==> src/rtl/sbr_pkg.sv <==
// Constants and types shared by both ends of the bank/row/read link.
// Assumes one 200 MHz system clock on each end and a link clock made by the controller.
package sbr_pkg;

  // --------------------------------------------------------------------------
  // Widths
  // --------------------------------------------------------------------------
  localparam int BANKS      = 8;
  localparam int BANK_W     = 3;
  localparam int ROW_W      = 14;
  localparam int COL_W      = 11;
  localparam int DQ_W       = 16;
  localparam int FIFO_DEPTH = 8;
  localparam int PIPE_W     = 12;

  // --------------------------------------------------------------------------
  // Address bit positions
  // --------------------------------------------------------------------------
  localparam int AP_BIT   = 10;
  localparam int CHOP_BIT = 12;

  // --------------------------------------------------------------------------
  // Timing, in link clock cycles unless noted; CK_HALF counts system clock cycles, BEATS_FULL and BEATS_CHOP count data beats
  // --------------------------------------------------------------------------
  localparam logic [2:0] CK_HALF     = 3'h4;
  localparam logic [3:0] COL_LAT     = 4'h6;
  localparam logic [3:0] TRP_CK      = 4'h9;
  localparam logic [2:0] COLUMN_COMMAND_SPACING_CK     = 3'h4;
  localparam logic [3:0] BEATS_FULL  = 4'h8;
  localparam logic [3:0] BEATS_CHOP  = 4'h4;

  // --------------------------------------------------------------------------
  // Burst-length field of mode register zero
  // --------------------------------------------------------------------------
  localparam logic [1:0] BL_FIXED8 = 2'h0;
  localparam logic [1:0] BL_OTF    = 2'h1;

  typedef enum logic [1:0] {
    OP_ACT = 2'b00,
    OP_PRE = 2'b01,
    OP_RD  = 2'b10,
    OP_NOP = 2'b11
  } sbr_op_t;

endpackage : sbr_pkg

==> src/rtl/sbr_link_if.sv <==
// Pins between the memory controller and the memory device.
// Assumes the bench joins both ends through this interface; no clocking here.
`timescale 1ns/1ps
interface sbr_link_if;
  import sbr_pkg::*;

  logic              ck;
  logic              cs_n;
  logic              ras_n;
  logic              cas_n;
  logic              we_n;
  logic [BANK_W-1:0] ba;
  logic [ROW_W-1:0]  addr;
  logic [DQ_W-1:0]   dq_o;
  logic              dq_oe_n;
  logic              dqs_o;
  logic              dqs_oe_n;

  modport ctrl (
    output ck, cs_n, ras_n, cas_n, we_n, ba, addr,
    input  dq_o, dq_oe_n, dqs_o, dqs_oe_n
  );

  modport dram (
    input  ck, cs_n, ras_n, cas_n, we_n, ba, addr,
    output dq_o, dq_oe_n, dqs_o, dqs_oe_n
  );

endinterface : sbr_link_if

==> src/rtl/sbr_device.sv <==
// Memory device end: bank/row tracking and read bursts with strobe.
// Assumes the controller makes the link clock and keeps its own timing duties.
`timescale 1ns/1ps

// ----------------------------------------------------------------------------
// Read data FIFO
// ----------------------------------------------------------------------------
module sbr_fifo #(
  parameter int W = 16,
  parameter int D = 8
) (
  // Clock and reset
  input  wire logic         clk,
  input  wire logic         rst_n,
  // Fill side
  input  wire logic         in_valid,
  output logic              in_ready,
  input  wire logic [W-1:0] in_data,
  // Drain side
  output logic              out_valid,
  input  wire logic         out_ready,
  output logic [W-1:0]      out_data
);
  localparam int AW = $clog2(D);

  logic [W-1:0]  mem_reg [D];
  logic [AW-1:0] wptr_reg;
  logic [AW-1:0] rptr_reg;
  logic [AW:0]   cnt_reg;
  logic          push;
  logic          pop;

  assign in_ready  = (cnt_reg != (AW + 1)'(D));
  assign out_valid = (cnt_reg != '0);
  assign out_data  = mem_reg[rptr_reg];
  assign push      = in_valid & in_ready;
  assign pop       = out_valid & out_ready;

  always_ff @(posedge clk) begin
    if (push) begin
      mem_reg[wptr_reg] <= in_data;
    end
  end

  always_ff @(posedge clk) begin
    if (!rst_n) begin
      wptr_reg <= '0;
      rptr_reg <= '0;
      cnt_reg  <= '0;
    end else begin
      if (push) begin
        wptr_reg <= (wptr_reg == AW'(D - 1)) ? '0 : wptr_reg + 1'b1;
      end
      if (pop) begin
        rptr_reg <= (rptr_reg == AW'(D - 1)) ? '0 : rptr_reg + 1'b1;
      end
      cnt_reg <= cnt_reg + (AW + 1)'(push) - (AW + 1)'(pop);
    end
  end
endmodule : sbr_fifo

// ----------------------------------------------------------------------------
// Device end
// ----------------------------------------------------------------------------
module sbr_device
  import sbr_pkg::*;
(
  // Clock and reset
  input  wire logic               CLK,
  input  wire logic               RST_N,
  // Link
  sbr_link_if.dram                LNK,
  // Mode and loop status
  input  wire logic [1:0]         MODE_BL,
  input  wire logic               AL_ON,
  input  wire logic               DLL_LOCKED,
  // Read data source
  input  wire logic [DQ_W-1:0]    RD_DATA,
  input  wire logic               RD_VALID,
  output logic                    RD_READY,
  // Read notice
  output logic                    RD_REQ,
  output logic [BANK_W-1:0]       RD_BANK,
  output logic [ROW_W-1:0]        RD_ROW,
  output logic [COL_W-1:0]        RD_COL,
  output logic                    RD_FULL,
  // Status
  output logic [BANKS-1:0]        BANK_OPEN,
  output logic                    PROTO_ERR
);
  localparam int PIN_W = 4 + BANK_W + ROW_W;

  // --------------------------------------------------------------------------
  // Pin synchronisers and edge detect
  // --------------------------------------------------------------------------
  logic [PIN_W-1:0] pin_s1_reg;
  logic [PIN_W-1:0] pin_s2_reg;
  logic             ck_s1_reg;
  logic             ck_s2_reg;
  logic             ck_d_reg;
  logic             rise;
  logic             fall;

  always_ff @(posedge CLK) begin
    if (!RST_N) begin
      pin_s1_reg <= '1;
      pin_s2_reg <= '1;
      ck_s1_reg  <= 1'b0;
      ck_s2_reg  <= 1'b0;
      ck_d_reg   <= 1'b0;
    end else begin
      pin_s1_reg <= {LNK.cs_n, LNK.ras_n, LNK.cas_n, LNK.we_n, LNK.ba, LNK.addr};
      pin_s2_reg <= pin_s1_reg;
      ck_s1_reg  <= LNK.ck;
      ck_s2_reg  <= ck_s1_reg;
      ck_d_reg   <= ck_s2_reg;
    end
  end

  assign rise = ck_s2_reg & ~ck_d_reg;
  assign fall = ~ck_s2_reg & ck_d_reg;

  // --------------------------------------------------------------------------
  // Command decode
  // --------------------------------------------------------------------------
  logic              cs_n;
  logic              ras_n;
  logic              cas_n;
  logic              we_n;
  logic [BANK_W-1:0] ba;
  logic [ROW_W-1:0]  a;
  logic              is_act;
  logic              is_pre;
  logic              is_rd;
  logic              rd_ok;
  logic [BANKS-1:0]  open_reg;
  logic [BANKS-1:0][ROW_W-1:0] row_reg;
  logic [BANKS-1:0][3:0]       trp_reg;

  assign {cs_n, ras_n, cas_n, we_n, ba, a} = pin_s2_reg;
  assign is_act = rise & ~cs_n & ~ras_n & cas_n & we_n;
  assign is_pre = rise & ~cs_n & ~ras_n & cas_n & ~we_n;
  assign is_rd  = rise & ~cs_n & ras_n & ~cas_n & we_n;
  assign rd_ok  = is_rd & open_reg[ba] & DLL_LOCKED;

  // --------------------------------------------------------------------------
  // Per-bank state
  // --------------------------------------------------------------------------
  for (genvar g = 0; g < BANKS; g++) begin : g_bank
    always_ff @(posedge CLK) begin
      if (!RST_N) begin
        open_reg[g] <= 1'b0;
        row_reg[g]  <= '0;
        trp_reg[g]  <= '0;
      end else if (is_pre && (a[AP_BIT] || ba == BANK_W'(g))) begin
        open_reg[g] <= 1'b0;
        trp_reg[g]  <= TRP_CK;
      end else if (rd_ok && a[AP_BIT] && ba == BANK_W'(g)) begin
        open_reg[g] <= 1'b0;
        trp_reg[g]  <= TRP_CK;
      end else begin
        if (is_act && ba == BANK_W'(g) && !open_reg[g] && trp_reg[g] == '0) begin
          open_reg[g] <= 1'b1;
          row_reg[g]  <= a;
        end
        if (rise && trp_reg[g] != '0) begin
          trp_reg[g] <= trp_reg[g] - 1'b1;
        end
      end
    end
  end

  assign BANK_OPEN = open_reg;

  // --------------------------------------------------------------------------
  // Protocol error flag
  // --------------------------------------------------------------------------
  always_ff @(posedge CLK) begin
    if (!RST_N) begin
      PROTO_ERR <= 1'b0;
    end else begin
      PROTO_ERR <= (is_act & (open_reg[ba] | (trp_reg[ba] != '0))) | (is_rd & ~rd_ok);
    end
  end

  // --------------------------------------------------------------------------
  // Burst length and latency
  // --------------------------------------------------------------------------
  logic       full;
  logic [3:0] rl;

  assign full = (MODE_BL == BL_FIXED8) | ((MODE_BL == BL_OTF) & a[CHOP_BIT]);
  assign rl   = AL_ON ? (COL_LAT + COL_LAT - 4'h1) : COL_LAT;

  // --------------------------------------------------------------------------
  // Read notice to the data source
  // --------------------------------------------------------------------------
  always_ff @(posedge CLK) begin
    if (!RST_N) begin
      RD_REQ  <= 1'b0;
      RD_BANK <= '0;
      RD_ROW  <= '0;
      RD_COL  <= '0;
      RD_FULL <= 1'b0;
    end else begin
      RD_REQ <= rd_ok;
      if (rd_ok) begin
        RD_BANK <= ba;
        RD_ROW  <= row_reg[ba];
        // column skips bits ten and twelve
        RD_COL  <= {a[11], a[9:0]};
        RD_FULL <= full;
      end
    end
  end

  // --------------------------------------------------------------------------
  // Latency pipe, one slot per link cycle
  // --------------------------------------------------------------------------
  logic [PIPE_W-1:0] pv_reg;
  logic [PIPE_W-1:0] pf_reg;
  logic [PIPE_W-1:0] pv_next;
  logic [PIPE_W-1:0] pf_next;
  logic              start;

  assign start = rise & pv_reg[0];

  always_comb begin
    pv_next = pv_reg >> 1;
    pf_next = pf_reg >> 1;
    if (rd_ok) begin
      pv_next[rl - 4'h1] = 1'b1;
      pf_next[rl - 4'h1] = full;
    end
  end

  always_ff @(posedge CLK) begin
    if (!RST_N) begin
      pv_reg <= '0;
      pf_reg <= '0;
    end else if (rise) begin
      pv_reg <= pv_next;
      pf_reg <= pf_next;
    end
  end

  // --------------------------------------------------------------------------
  // Beat engine
  // --------------------------------------------------------------------------
  logic            fifo_valid;
  logic [DQ_W-1:0] fifo_data;
  logic            beat;
  logic [3:0]      left_reg;
  logic            act_reg;
  logic            dqs_reg;
  logic [DQ_W-1:0] dq_reg;

  assign beat = start | ((rise | fall) & (left_reg != '0));

  always_ff @(posedge CLK) begin
    if (!RST_N) begin
      left_reg <= '0;
      act_reg  <= 1'b0;
      dqs_reg  <= 1'b0;
      dq_reg   <= '0;
    end else if (beat) begin
      act_reg  <= 1'b1;
      left_reg <= start ? ((pf_reg[0] ? BEATS_FULL : BEATS_CHOP) - 4'h1) : left_reg - 4'h1;
      dqs_reg  <= start ? 1'b1 : ~dqs_reg;
      dq_reg   <= fifo_valid ? fifo_data : '0;
    end else if (rise | fall) begin
      act_reg <= 1'b0;
      dqs_reg <= 1'b0;
    end
  end

  sbr_fifo #(
    .W (DQ_W),
    .D (FIFO_DEPTH)
  ) u_fifo (
    .clk       (CLK),
    .rst_n     (RST_N),
    .in_valid  (RD_VALID),
    .in_ready  (RD_READY),
    .in_data   (RD_DATA),
    .out_valid (fifo_valid),
    .out_ready (beat),
    .out_data  (fifo_data)
  );

  assign LNK.dq_o     = dq_reg;
  assign LNK.dqs_o    = dqs_reg;
  assign LNK.dq_oe_n  = ~act_reg;
  assign LNK.dqs_oe_n = ~act_reg;

endmodule : sbr_device

==> src/flat_wrapper.sv <==
// flat-port wrapper written by rule: the top's interface ports become plain ports
module sbr_device_flat import sbr_pkg::*;
  (CLK, RST_N, MODE_BL, AL_ON, DLL_LOCKED, RD_DATA, RD_VALID, RD_READY, RD_REQ, RD_BANK, RD_ROW, RD_COL, RD_FULL, BANK_OPEN, PROTO_ERR, LNK_ck, LNK_cs_n, LNK_ras_n, LNK_cas_n, LNK_we_n, LNK_ba, LNK_addr, LNK_dq_o, LNK_dq_oe_n, LNK_dqs_o, LNK_dqs_oe_n);
  sbr_link_if LNK_i ();
  input  wire logic CLK;
  input  wire logic RST_N;
  input  wire logic [1:0] MODE_BL;
  input  wire logic AL_ON;
  input  wire logic DLL_LOCKED;
  input  wire logic [DQ_W-1:0] RD_DATA;
  input  wire logic RD_VALID;
  output logic RD_READY;
  output logic RD_REQ;
  output logic [BANK_W-1:0] RD_BANK;
  output logic [ROW_W-1:0] RD_ROW;
  output logic [COL_W-1:0] RD_COL;
  output logic RD_FULL;
  output logic [BANKS-1:0] BANK_OPEN;
  output logic PROTO_ERR;
  input wire logic [$bits(LNK_i.ck)-1:0] LNK_ck;
  input wire logic [$bits(LNK_i.cs_n)-1:0] LNK_cs_n;
  input wire logic [$bits(LNK_i.ras_n)-1:0] LNK_ras_n;
  input wire logic [$bits(LNK_i.cas_n)-1:0] LNK_cas_n;
  input wire logic [$bits(LNK_i.we_n)-1:0] LNK_we_n;
  input wire logic [$bits(LNK_i.ba)-1:0] LNK_ba;
  input wire logic [$bits(LNK_i.addr)-1:0] LNK_addr;
  output wire logic [$bits(LNK_i.dq_o)-1:0] LNK_dq_o;
  output wire logic [$bits(LNK_i.dq_oe_n)-1:0] LNK_dq_oe_n;
  output wire logic [$bits(LNK_i.dqs_o)-1:0] LNK_dqs_o;
  output wire logic [$bits(LNK_i.dqs_oe_n)-1:0] LNK_dqs_oe_n;
  assign LNK_i.ck = LNK_ck;
  assign LNK_i.cs_n = LNK_cs_n;
  assign LNK_i.ras_n = LNK_ras_n;
  assign LNK_i.cas_n = LNK_cas_n;
  assign LNK_i.we_n = LNK_we_n;
  assign LNK_i.ba = LNK_ba;
  assign LNK_i.addr = LNK_addr;
  assign LNK_dq_o = LNK_i.dq_o;
  assign LNK_dq_oe_n = LNK_i.dq_oe_n;
  assign LNK_dqs_o = LNK_i.dqs_o;
  assign LNK_dqs_oe_n = LNK_i.dqs_oe_n;
  sbr_device u_core (.CLK(CLK), .RST_N(RST_N), .LNK(LNK_i), .MODE_BL(MODE_BL), .AL_ON(AL_ON), .DLL_LOCKED(DLL_LOCKED), .RD_DATA(RD_DATA), .RD_VALID(RD_VALID), .RD_READY(RD_READY), .RD_REQ(RD_REQ), .RD_BANK(RD_BANK), .RD_ROW(RD_ROW), .RD_COL(RD_COL), .RD_FULL(RD_FULL), .BANK_OPEN(BANK_OPEN), .PROTO_ERR(PROTO_ERR));
endmodule
==> config.mk <==
export PLATFORM = sky130hd
export DESIGN_NAME = sbr_device_flat
export DESIGN_NICKNAME = d
export VERILOG_FILES = /design/src/rtl/sbr_pkg.sv /design/src/rtl/sbr_link_if.sv /design/src/rtl/sbr_device.sv /design/src/flat_wrapper.sv
export SDC_FILE = /design/constraint.sdc
export NUM_CORES = 1
export LEC_CHECK = 0
export BUFFER_PORTS_ARGS = -buffer_cell sky130_fd_sc_hd__buf_2
export CAP_MARGIN = 10
export CELL_PAD_IN_SITES_DETAIL_PLACEMENT = 0
export CELL_PAD_IN_SITES_GLOBAL_PLACEMENT = 1
export CORE_ASPECT_RATIO = 0.6
export CORE_UTILIZATION = 55
export CTS_BUF_LIST = sky130_fd_sc_hd__clkbuf_4 sky130_fd_sc_hd__clkbuf_8
export CTS_CLUSTER_DIAMETER = 150
export DETAILED_ROUTE_END_ITERATION = 16
export PLACE_DENSITY = 0.85
export SLEW_MARGIN = 20
export SYNTH_ARGS = -nofsm -noshare
export SYNTH_HDL_FRONTEND = slang
export SYNTH_HIERARCHICAL = 1
export SYNTH_SLANG_ARGS = --single-unit
export TNS_END_PERCENT = 10
==> constraint.sdc <==
create_clock -name CLK -period 4.8 [get_ports CLK]
set_clock_uncertainty 0.1 [all_clocks]
set_input_delay 0.24 -clock CLK [delete_from_list [all_inputs] [get_ports CLK]]
set_output_delay 0.24 -clock CLK [all_outputs]
set_load 0.01 [all_outputs]
==> impl_metrics.json, run 1 <==
{
  "wl_um": 49000,
  "instances_no_fill": 2161,
  "ys.flop_type": "dfxtp_1",
  "timing.hold.ws_ps": 46.4,
  "leakagePower_uw": 0.00690,
  "arrival_ps": 4310,
  "syn-cell-area_mm2": 0.0181,
  "finalSetupViolations": 0,
  "grt_overflow": 0,
  "clockBufferDepth": 3,
  "ys_ff_latch": 413,
  "cts_max_level": 2,
  "rsz0062_at_grt": "no",
  "clkPwrFrac_pct": 40.9,
  "ant_nets": 0,
  "pwr-share-comb_pct": 6.6,
  "nFillCells": 2548,
  "wl_met1_um": 22200,
  "hold_path.class": "in2reg",
  "grt_start_max_net_pins": 133,
  "drv_slew": 0,
  "met2_length_um": 20100,
  "grt_usage_pct": 28.8,
  "portBuffers": 103,
  "clock-root-buffer": "clkbuf_8",
  "largest_reg_flops": 128,
  "final_area_mm2": 0.0206,
  "fmax_mhz": 257,
  "synth.distinct_cells": 61,
  "slowest_stage": "clkinv_1",
  "clkTransAtPathRegs_ps": 60,
  "num_rows": 51,
  "cp-end-kind": "register",
  "critPathRequiredTime_ps": 5210,
  "p_sw_share_pct": 23.4,
  "first_pass_iters": 8,
  "initial_core_util_pct": 56.0,
  "dpl.hpwl_um": 29900,
  "dp_cells": 2011,
  "clk-insertion-delay-late_ps": 630,
  "cp_cell_sequence": "inv_1 -> ha_2 -> nand2_1 -> o21a_1 -> buf_4 -> clkinv_1 -> and2_1 -> ha_1 -> inv_1 -> ha_1 -> fa_1 -> xor2_1 -> and2_1",
  "cts_num_sinks": 413,
  "crit_type": "reg2reg",
  "slew_headroom_pct": 23.7,
  "vias_per_cell": 6.46,
  "slowest_delay_ps": 610,
  "multiInputGateArea_mm2": 0.00790,
  "p_sw_uw": 1670,
  "period_needed_ps": 3900,
  "io_pins": 104,
  "fp.coreArea_mm2": 0.0324,
  "wire_per_inst_um": 22.7,
  "nNetsFinal": 1756,
  "drive_gt1_share_pct": 19.6,
  "synth-edff-count": 128,
  "die_area_mm2": 0.0338,
  "seq_area_mm2": 0.00955,
  "area_growth_pct": 13.3,
  "antenna_found_initial": 1,
  "grt_pass1_wl_um": 75900,
  "synth.net_count": 1684,
  "wl_met3_um": 5910,
  "seq_area_frac_synth_pct": 52.6,
  "finalHoldViolCount": 0,
  "setup_tns_ps": 0,
  "dr_total_vias": 13958,
  "routed.top_layer": "met4",
  "die_w_um": 237,
  "die_h_um": 143,
  "power_density_mw_per_mm2": 347,
  "gp_congestion": 0.896,
  "startpoint_type": "register",
  "cts_resized": 0,
  "status": "finished, final reports clean",
  "grt_pass1_vias": 13248,
  "async_flop_share_pct": 0,
  "drtIter0Drc": 1423,
  "fin_crit_sh_pct": 81.2,
  "synth.avg_cell_area_um2": 11.2,
  "p_seq_share_pct": 52.5,
  "path_max_fanout": 20,
  "synth_cells": 1618,
  "tritoncts": "yes",
  "ir_drop_mv": 0.261,
  "power.internal_uw": 5460,
  "cts_made_buffers": 59,
  "placed_cell_area_mm2": 0.0189,
  "drc": 0,
  "yosysWarnings": 6,
  "cap_violations": 0,
  "tightest_slew_ps": 1140,
  "p_total_uw": 7140
}
## critical path, delay by kind of cell, from the launching register on
kind	cells	cell delay [ps]
xor gates and xnor gates	1	170
AOI/OAI and AO/OA	1	170
DFF	1	310
and+or+nand+nor	3	870
buffers and inverters	4	940
adders and majority gates	4	1230
## cells by family after synthesis
| kind of cell | count (synthesis) | synth area share [%] |
|---|---|---|
| flip-flops | 413 | 52.6 |
| multiplexers | 121 | 11.8 |
| AO/OA/AOI/OAI | 417 | 14.3 |
| buffers and inverters | 202 | 4.56 |
| AND/OR/NAND/NOR | 440 | 15.1 |
| XOR/XNOR | 4 | 0.193 |
| adder cells (fa/ha/maj) | 21 | 1.49 |
## cell type report
type,instances,area share [%]
clock buffers,94,5.53
well taps,424,2.58
flip-flops and latches,413,46.4
diodes,1,0.0122
multi-input cells,1003,38.4
repair buffers,183,5.94
clock inverters,13,0.547
inverters,30,0.572
## power by group through the flow
stage               Clock [µW]  Combinational, µW  Sequential [µW]
floorplan                    0                301             3790
CTS                       2980                465             3750
detailed placement           0                437             3820
global placement             0                424             3820
finish                    2920                469             3750
global route              3140                506             3750
## layout by cell type (no fill, tap or decap), types with 10 or more instances in the layout
cell type / n
nand2_1: 88
nand4b_1: 98
a21oi_1: 211
o21ai_0: 18
clkbuf_8: 69
nor3b_1: 17
ha_1: 19
nand2b_1: 45
nand4_1: 26
inv_1: 27
edfxtp_1: 128
mux4_2: 36
nor2_1: 37
buf_2: 103
buf_4: 38
nor3_1: 26
a31oi_1: 15
mux2_2: 20
dfxtp_1: 283
dlygate4sd3_1: 42
mux4_1: 28
clkbuf_4: 25
a211oi_1: 16
nand3_1: 35
a311oi_1: 14
nor4_1: 10
mux2i_1: 36
o31ai_1: 121
## layer usage
layer / up-vias / track usage [%]
met3: 74 / 9.61
met2: 727 / 39.8
met1: 6810 / 42.8
met5: - / 0
li1: 6347 / -
met4: 0 / 7.45
## path summary, 6_finish.rpt
check | end | slack [ps] | cells past startpoint | start
setup reg to reg | u_core/u_fifo/cnt_reg[2]$_SDFF_PN0_ | 900 | 13 | u_core/ck_d_reg$_SDFF_PN0_
hold reg to reg | u_core/pin_s2_reg[0]$_SDFF_PN1_ | 300 | 1 | u_core/pin_s1_reg[0]$_SDFF_PN1_
hold / removal | u_core/u_fifo/wptr_reg[1]$_SDFFE_PN0P_ | 50 | 3 | RD_VALID
setup / recovery | u_core/u_fifo/cnt_reg[2]$_SDFF_PN0_ | 900 | 13 | u_core/ck_d_reg$_SDFF_PN0_
## Yosys cell counts (all sizes together) (18+ instances only)
| master | instances | area share, % |
|---|---|---|
| edfxtp | 128 | 21 |
| a211oi | 20 | 0.94 |
| clkbuf | 136 | 2.8 |
| mux2i | 36 | 2.0 |
| a21oi | 211 | 5.8 |
| nand3 | 35 | 0.97 |
| ha | 20 | 1.4 |
| nor2 | 38 | 0.79 |
| nor4 | 18 | 0.86 |
| nor3 | 31 | 0.88 |
| nand4 | 26 | 0.90 |
| o31ai | 121 | 5.0 |
| o21ai | 19 | 0.52 |
| nand2b | 45 | 1.6 |
| nand4b | 98 | 4.7 |
| buf | 36 | 1.1 |
| nand2 | 89 | 1.9 |
| mux2 | 21 | 1.3 |
| dfxtp | 285 | 31 |
| mux4 | 64 | 8.5 |
| inv | 28 | 0.58 |
## timing repair
item | CTS | global route
hold endpoints to repair | 157 | 0
setup buffers | 0 | 0
hold buffers | 42 | 0
## per-stage QoR
step	util (%)	worst slack, ps
3_3_place_gp	58.3	1030
2_1_floorplan	-	1570
4_1_cts	63.4	951
3_5_place_dp	58.3	977
5_1_grt	63.5	697
6_report	63.5	901
Power figures use the tool's default switching activity.
==> run 2: changes to the inputs <==
- CORE_UTILIZATION: 55 -> 46
- PLACE_DENSITY: 0.85 -> 0.75
- clock period: 4.8 -> 3.4 ns (I/O delays scaled with it)
==> run 2 against run 1 <==
  * Clock-buffer cell count grew 7
  * Die area up 19%
  * Sequential cell count stayed put
  * Cell area rose by 1.9%
  * Via count is essentially flat
  * Highest routed layer unchanged
  * Non-clock buffer count is 33 higher
  * Clock power grew 48%
  * Critical path depth is 4 lower
  * Global-route usage shrank 3.2 points
  * First-iteration DRC count rose by 7.3%
==> impl_metrics.json, run 2 (synthesis gave the netlist of run 1 again) <==
{
  "mostFrequentLayoutCell": "dfxtp_1",
  "grt_start_max_net_pins": 99,
  "grt_pass1_vias": 13578,
  "period_needed_ps": 2940,
  "leakagePower_uw": 0.00710,
  "critPathRequiredTime_ps": 3830,
  "area_growth_pct": 15.5,
  "dr_total_vias": 13964,
  "wl_um": 51500,
  "clkTransAtPathRegs_ps": 70,
  "portBuffers": 103,
  "wire_per_inst_um": 22.5,
  "gp_congestion": 0.824,
  "largest_reg_flops": 128,
  "crit_family": "buffers and inverters",
  "first_pass_iters": 5,
  "slowest_stage": "dlygate4sd3_1",
  "fmax_mhz": 340,
  "clk-insertion-delay-late_ps": 650,
  "dpl.hpwl_um": 32200,
  "cts_resized": 0,
  "antenna_found_initial": 0,
  "io_pins": 104,
  "p_seq_share_pct": 51.3,
  "wl_met1_um": 25200,
  "status": "finished, final reports clean",
  "p_sw_uw": 2460,
  "startpoint_type": "register",
  "setup_tns_ps": 0,
  "pwr-share-comb_pct": 6.7,
  "grt_pass1_wl_um": 80200,
  "rsz0062_at_grt": "no",
  "final_util_pct": 54.8,
  "die_area_mm2": 0.0403,
  "die_h_um": 156,
  "critPathBufInv": 4,
  "crit_top_cell": "buf_4",
  "nNetsFinal": 1790,
  "fin_crit_sh_pct": 86.5,
  "ir_drop_mv": 0.296,
  "num_rows": 55,
  "drv_slew": 0,
  "grt_overflow": 0,
  "die_w_um": 258,
  "initial_core_util_pct": 47.4,
  "cp_cell_sequence": "inv_1 -> ha_2 -> buf_4 -> and3b_1 -> and3_1 -> buf_4 -> nand4_1 -> dlygate4sd3_1 -> a21oi_1",
  "drtIter0Drc": 1527,
  "cp-end-kind": "register",
  "clkPwrFrac_pct": 42.0,
  "arrival_ps": 3370,
  "p_sw_share_pct": 23.9,
  "met2_length_um": 20800,
  "cts_num_sinks": 413,
  "tightest_slew_ps": 977,
  "power_density_mw_per_mm2": 492,
  "clock-root-buffer": "clkbuf_8",
  "cts_setup_buffers": 0,
  "slew_headroom_pct": 34.8,
  "cts_made_buffers": 60,
  "drc": 0,
  "grt_usage_pct": 25.6,
  "path_max_fanout": 41,
  "clockBufferDepth": 3,
  "vias_per_cell": 6.10,
  "power.internal_uw": 7850,
  "timing.hold.ws_ps": 52.1,
  "hold_path.class": "in2reg",
  "crit_type": "reg2reg",
  "drive_gt1_share_pct": 21.2,
  "tritoncts": "yes",
  "num_antenna_cells": 0,
  "seq_area_mm2": 0.00955,
  "cts_max_level": 2,
  "routed.top_layer": "met4",
  "ant_nets": 0,
  "cap_violations": 0,
  "finalHoldViolCount": 0,
  "final_cell_mix": "283 x dfxtp_1, 211 x a21oi_1, 128 x edfxtp_1",
  "finalSetupViolations": 0,
  "slowest_delay_ps": 590,
  "nFillCells": 3358,
  "fp.coreArea_mm2": 0.0383,
  "wl_met3_um": 4830,
  "multiInputGateArea_mm2": 0.00781
}
==> run 2: cell count changes in the layout (fill, tap and decap cells not counted), moves of 4 or more <==
cell | before | now
nor4_4 | 6 | 0
clkbuf_8 | 69 | 78
buf_4 | 38 | 66
nor3_4 | 4 | 0
nor4_2 | 2 | 8
nor3_2 | 1 | 5
==> run 2: path summary, 6_finish.rpt <==
check / start / endpoint / slack, ps / cells past startpoint
worst max-delay path: u_core/ck_d_reg$_SDFF_PN0_ / u_core/pf_reg[10]$_SDFFE_PN0N_ / 460 / 9
worst min-delay path: RST_N / u_core/RD_BANK[2]$_SDFFE_PN0N_ / 50 / 3
worst min register to register: u_core/pin_s1_reg[9]$_SDFF_PN1_ / u_core/pin_s2_reg[9]$_SDFF_PN1_ / 310 / 1
worst max register to register: u_core/ck_d_reg$_SDFF_PN0_ / u_core/pf_reg[10]$_SDFFE_PN0N_ / 460 / 9
==> run 2: power groups by stage <==
stage	combinational (µW)	clock, µW	sequential (µW)
floorplan	425	0	5340
global placement	636	0	5390
detailed placement	650	0	5400
CTS	691	4420	5290
global route	753	4640	5300
finish	696	4330	5290
==> run 2: routing by layer <==
layer	GRT usage (%)	vias to the layer above
met5	0	-
met2	35.0	551
met4	6.17	0
met1	39.7	6928
met3	6.71	65
li1	-	6420
==> run 2: cell type report <==
type | count | area share [%]
Clock buffer | 101 | 5.94
Clock inverter | 12 | 0.412
Inverter | 30 | 0.561
Multi-Input combinational cell | 1003 | 37.2
Sequential cell | 413 | 45.6
Tap cell | 513 | 3.06
Timing Repair Buffer | 216 | 7.21
==> run 2: what timing repair did <==
action,CTS,global route
endpoints found under the hold margin,160,0
hold buffers,44,0
setup endpoints to repair,0,0
==> run 2: tightest hold or removal path, cell delays in order <==
cell and delay, ps:
buf_2 130, inv_6 210, nor2_1 190
==> run 2: metrics by stage <==
step / worst slack, ps / instances / area [µm²] / power [µW]
finish: 459 / 2288 / 21000 / 10300
global route: 355 / 2288 / 21000 / 10700
CTS: 530 / 2288 / 21000 / 10400
detailed placement: 635 / 2131 / 19200 / 6050
global placement: 658 / 2131 / 19200 / 6030
floorplan: 166 / 1618 / 18100 / 5770
==> run 3: changes to the inputs <==
- PLACE_DENSITY: 0.75 -> 0.87
==> run 3 against run 2 <==
  * Final cell count decreased by 0.22%
  * Critical endpoint is now u_core/u_fifo/cnt_reg[2]$_SDFF_PN0_
  * Sequential share of layout area is 0.068 points lower
  * Clock-buffer cell count shrank 18
  * Combinational power down 1%
  * Critical path type unchanged
  * Total power grew 2.8%
==> impl_metrics.json, run 3 (synthesis gave the netlist of run 1 again) <==
{
  "status": "finished, final reports clean",
  "wl_met1_um": 23000,
  "area_growth_pct": 15.7,
  "portBuffers": 103,
  "drc": 0,
  "fp.coreArea_mm2": 0.0383,
  "num_antenna_cells": 0,
  "power_density_mw_per_mm2": 505,
  "dpl.hpwl_um": 31900,
  "grt_pass1_vias": 13263,
  "finalSetupViolations": 0,
  "multiInputGateArea_mm2": 0.00781,
  "grt_pass1_wl_um": 77400,
  "critPathRequiredTime_ps": 3800,
  "cts_max_level": 2,
  "dp_slack_ps": 500,
  "grt_overflow": 0,
  "wl_um": 50400,
  "grt_usage_pct": 24.7,
  "cap_violations": 0,
  "arrival_ps": 3340,
  "drv_slew": 0,
  "dr_total_vias": 14125,
  "leakagePower_uw": 0.00712,
  "mostFrequentLayoutCell": "dfxtp_1",
  "drive_gt1_share_pct": 20.8,
  "slew_headroom_pct": 32.8,
  "finalHoldViolCount": 0,
  "drtIter0Drc": 1837,
  "instances_no_fill": 2283,
  "ant_nets": 0,
  "clkTransAtPathRegs_ps": 70,
  "nFillCells": 3227,
  "final_cell_mix": "283 x dfxtp_1, 211 x a21oi_1, 128 x edfxtp_1",
  "clock-root-buffer": "clkbuf_8",
  "fin_crit_sh_pct": 86.7,
  "clk-insertion-delay-late_ps": 640,
  "grt_start_max_net_pins": 85,
  "cts_setup_buffers": 0,
  "die_h_um": 156,
  "tritoncts": "yes",
  "die_w_um": 258,
  "nNetsFinal": 1784,
  "io_pins": 104,
  "die_area_mm2": 0.0403,
  "routed.top_layer": "met4",
  "path_max_fanout": 5,
  "dp_cells": 2126,
  "vias_per_cell": 6.19,
  "wire_per_inst_um": 22.1,
  "clockBufferDepth": 3,
  "setup_tns_ps": 0,
  "fmax_mhz": 339,
  "ir_drop_mv": 0.327,
  "tightest_slew_ps": 1010,
  "met2_length_um": 20500,
  "cts_num_sinks": 413,
  "num_rows": 55,
  "cp-end-kind": "register",
  "seq_area_mm2": 0.00955,
  "crit_type": "reg2reg",
  "antenna_found_initial": 1,
  "largest_reg_flops": 128,
  "rsz0062_at_grt": "no",
  "initial_core_util_pct": 47.4,
  "wl_met3_um": 6280,
  "gp_congestion": 0.865,
  "first_pass_iters": 6,
  "cts_made_buffers": 60,
  "fin_ws_ps": 453,
  "startpoint_type": "register",
  "hold_path.class": "in2reg",
  "period_needed_ps": 2950
}
==> run 3: changes by cell type in the layout (fill, tap and decap cells not counted) <==
cell,before,now
buf_12,3,2
buf_4,66,62
bufinv_16,1,8
clkbuf_4,23,12
clkbuf_8,78,71
clkinv_1,5,9
clkinv_2,6,13
clkinv_4,0,1
clkinvlp_4,2,1
dlygate4sd3_1,44,43
inv_6,1,2
==> run 3: worst max-delay path, stage by stage (launching register included) <==
cell	delay, ps
dfxtp_1	340
nor4_1	580
o21a_1	230
clkinv_1	110
and2_1	210
ha_1	290
inv_1	40
ha_1	200
fa_1	420
xor2_1	170
and2_1	150
==> run 3: path summary, 6_finish.rpt <==
kind	start	end	slack, ps	cells past startpoint
setup / recovery	u_core/left_reg[0]$_SDFFE_PN0P_	u_core/u_fifo/cnt_reg[2]$_SDFF_PN0_	450	10
hold / removal	RST_N	u_core/row_reg[14]$_SDFFE_PN0P_	30	3
setup reg to reg	u_core/left_reg[0]$_SDFFE_PN0P_	u_core/u_fifo/cnt_reg[2]$_SDFF_PN0_	450	10
hold reg to reg	u_core/pin_s1_reg[12]$_SDFF_PN1_	u_core/pin_s2_reg[12]$_SDFF_PN1_	310	1
==> run 3: area by class of cell <==
cell class	instances	area share [%]
Timing Repair Buffer	210	6.91
Sequential cell	413	45.5
Clock buffer	83	5.08
Clock inverter	31	1.70
Multi-Input combinational cell	1003	37.2
Tap cell	513	3.06
Inverter	30	0.560
==> run 3: what timing repair did <==
action                     in CTS  in global routing
gates resized for setup         0                  0
hold endpoints to repair      160                  0
hold buffers                   43                  0
setup endpoints to repair       0                  0
==> run 3: where the power goes <==
group,internal [µW],switching (µW)
clock,2650,1970
combinational,265,421
sequential,5210,77.8
total,8130,2470
==> run 3: layer usage <==
layer  vias up  global-route usage [%]
li1       6416                       -
met1      6898                    36.9
met2       754                    34.1
met3        57                    8.28
met4         0                    5.04
met5         -                       0
==> run 3: per-stage QoR <==
stage          power [µW]  util [%]  cell area [µm²]  hold WS (ps)
3_5_place_dp         6030      50.0            19100           256
5_1_grt             11000      54.9            21000          33.3
6_report            10600      54.9            21000          25.9
3_3_place_gp         6000      50.0            19100           252
4_1_cts             10700      54.9            21000          16.2
2_1_floorplan        5770         -            18100           169
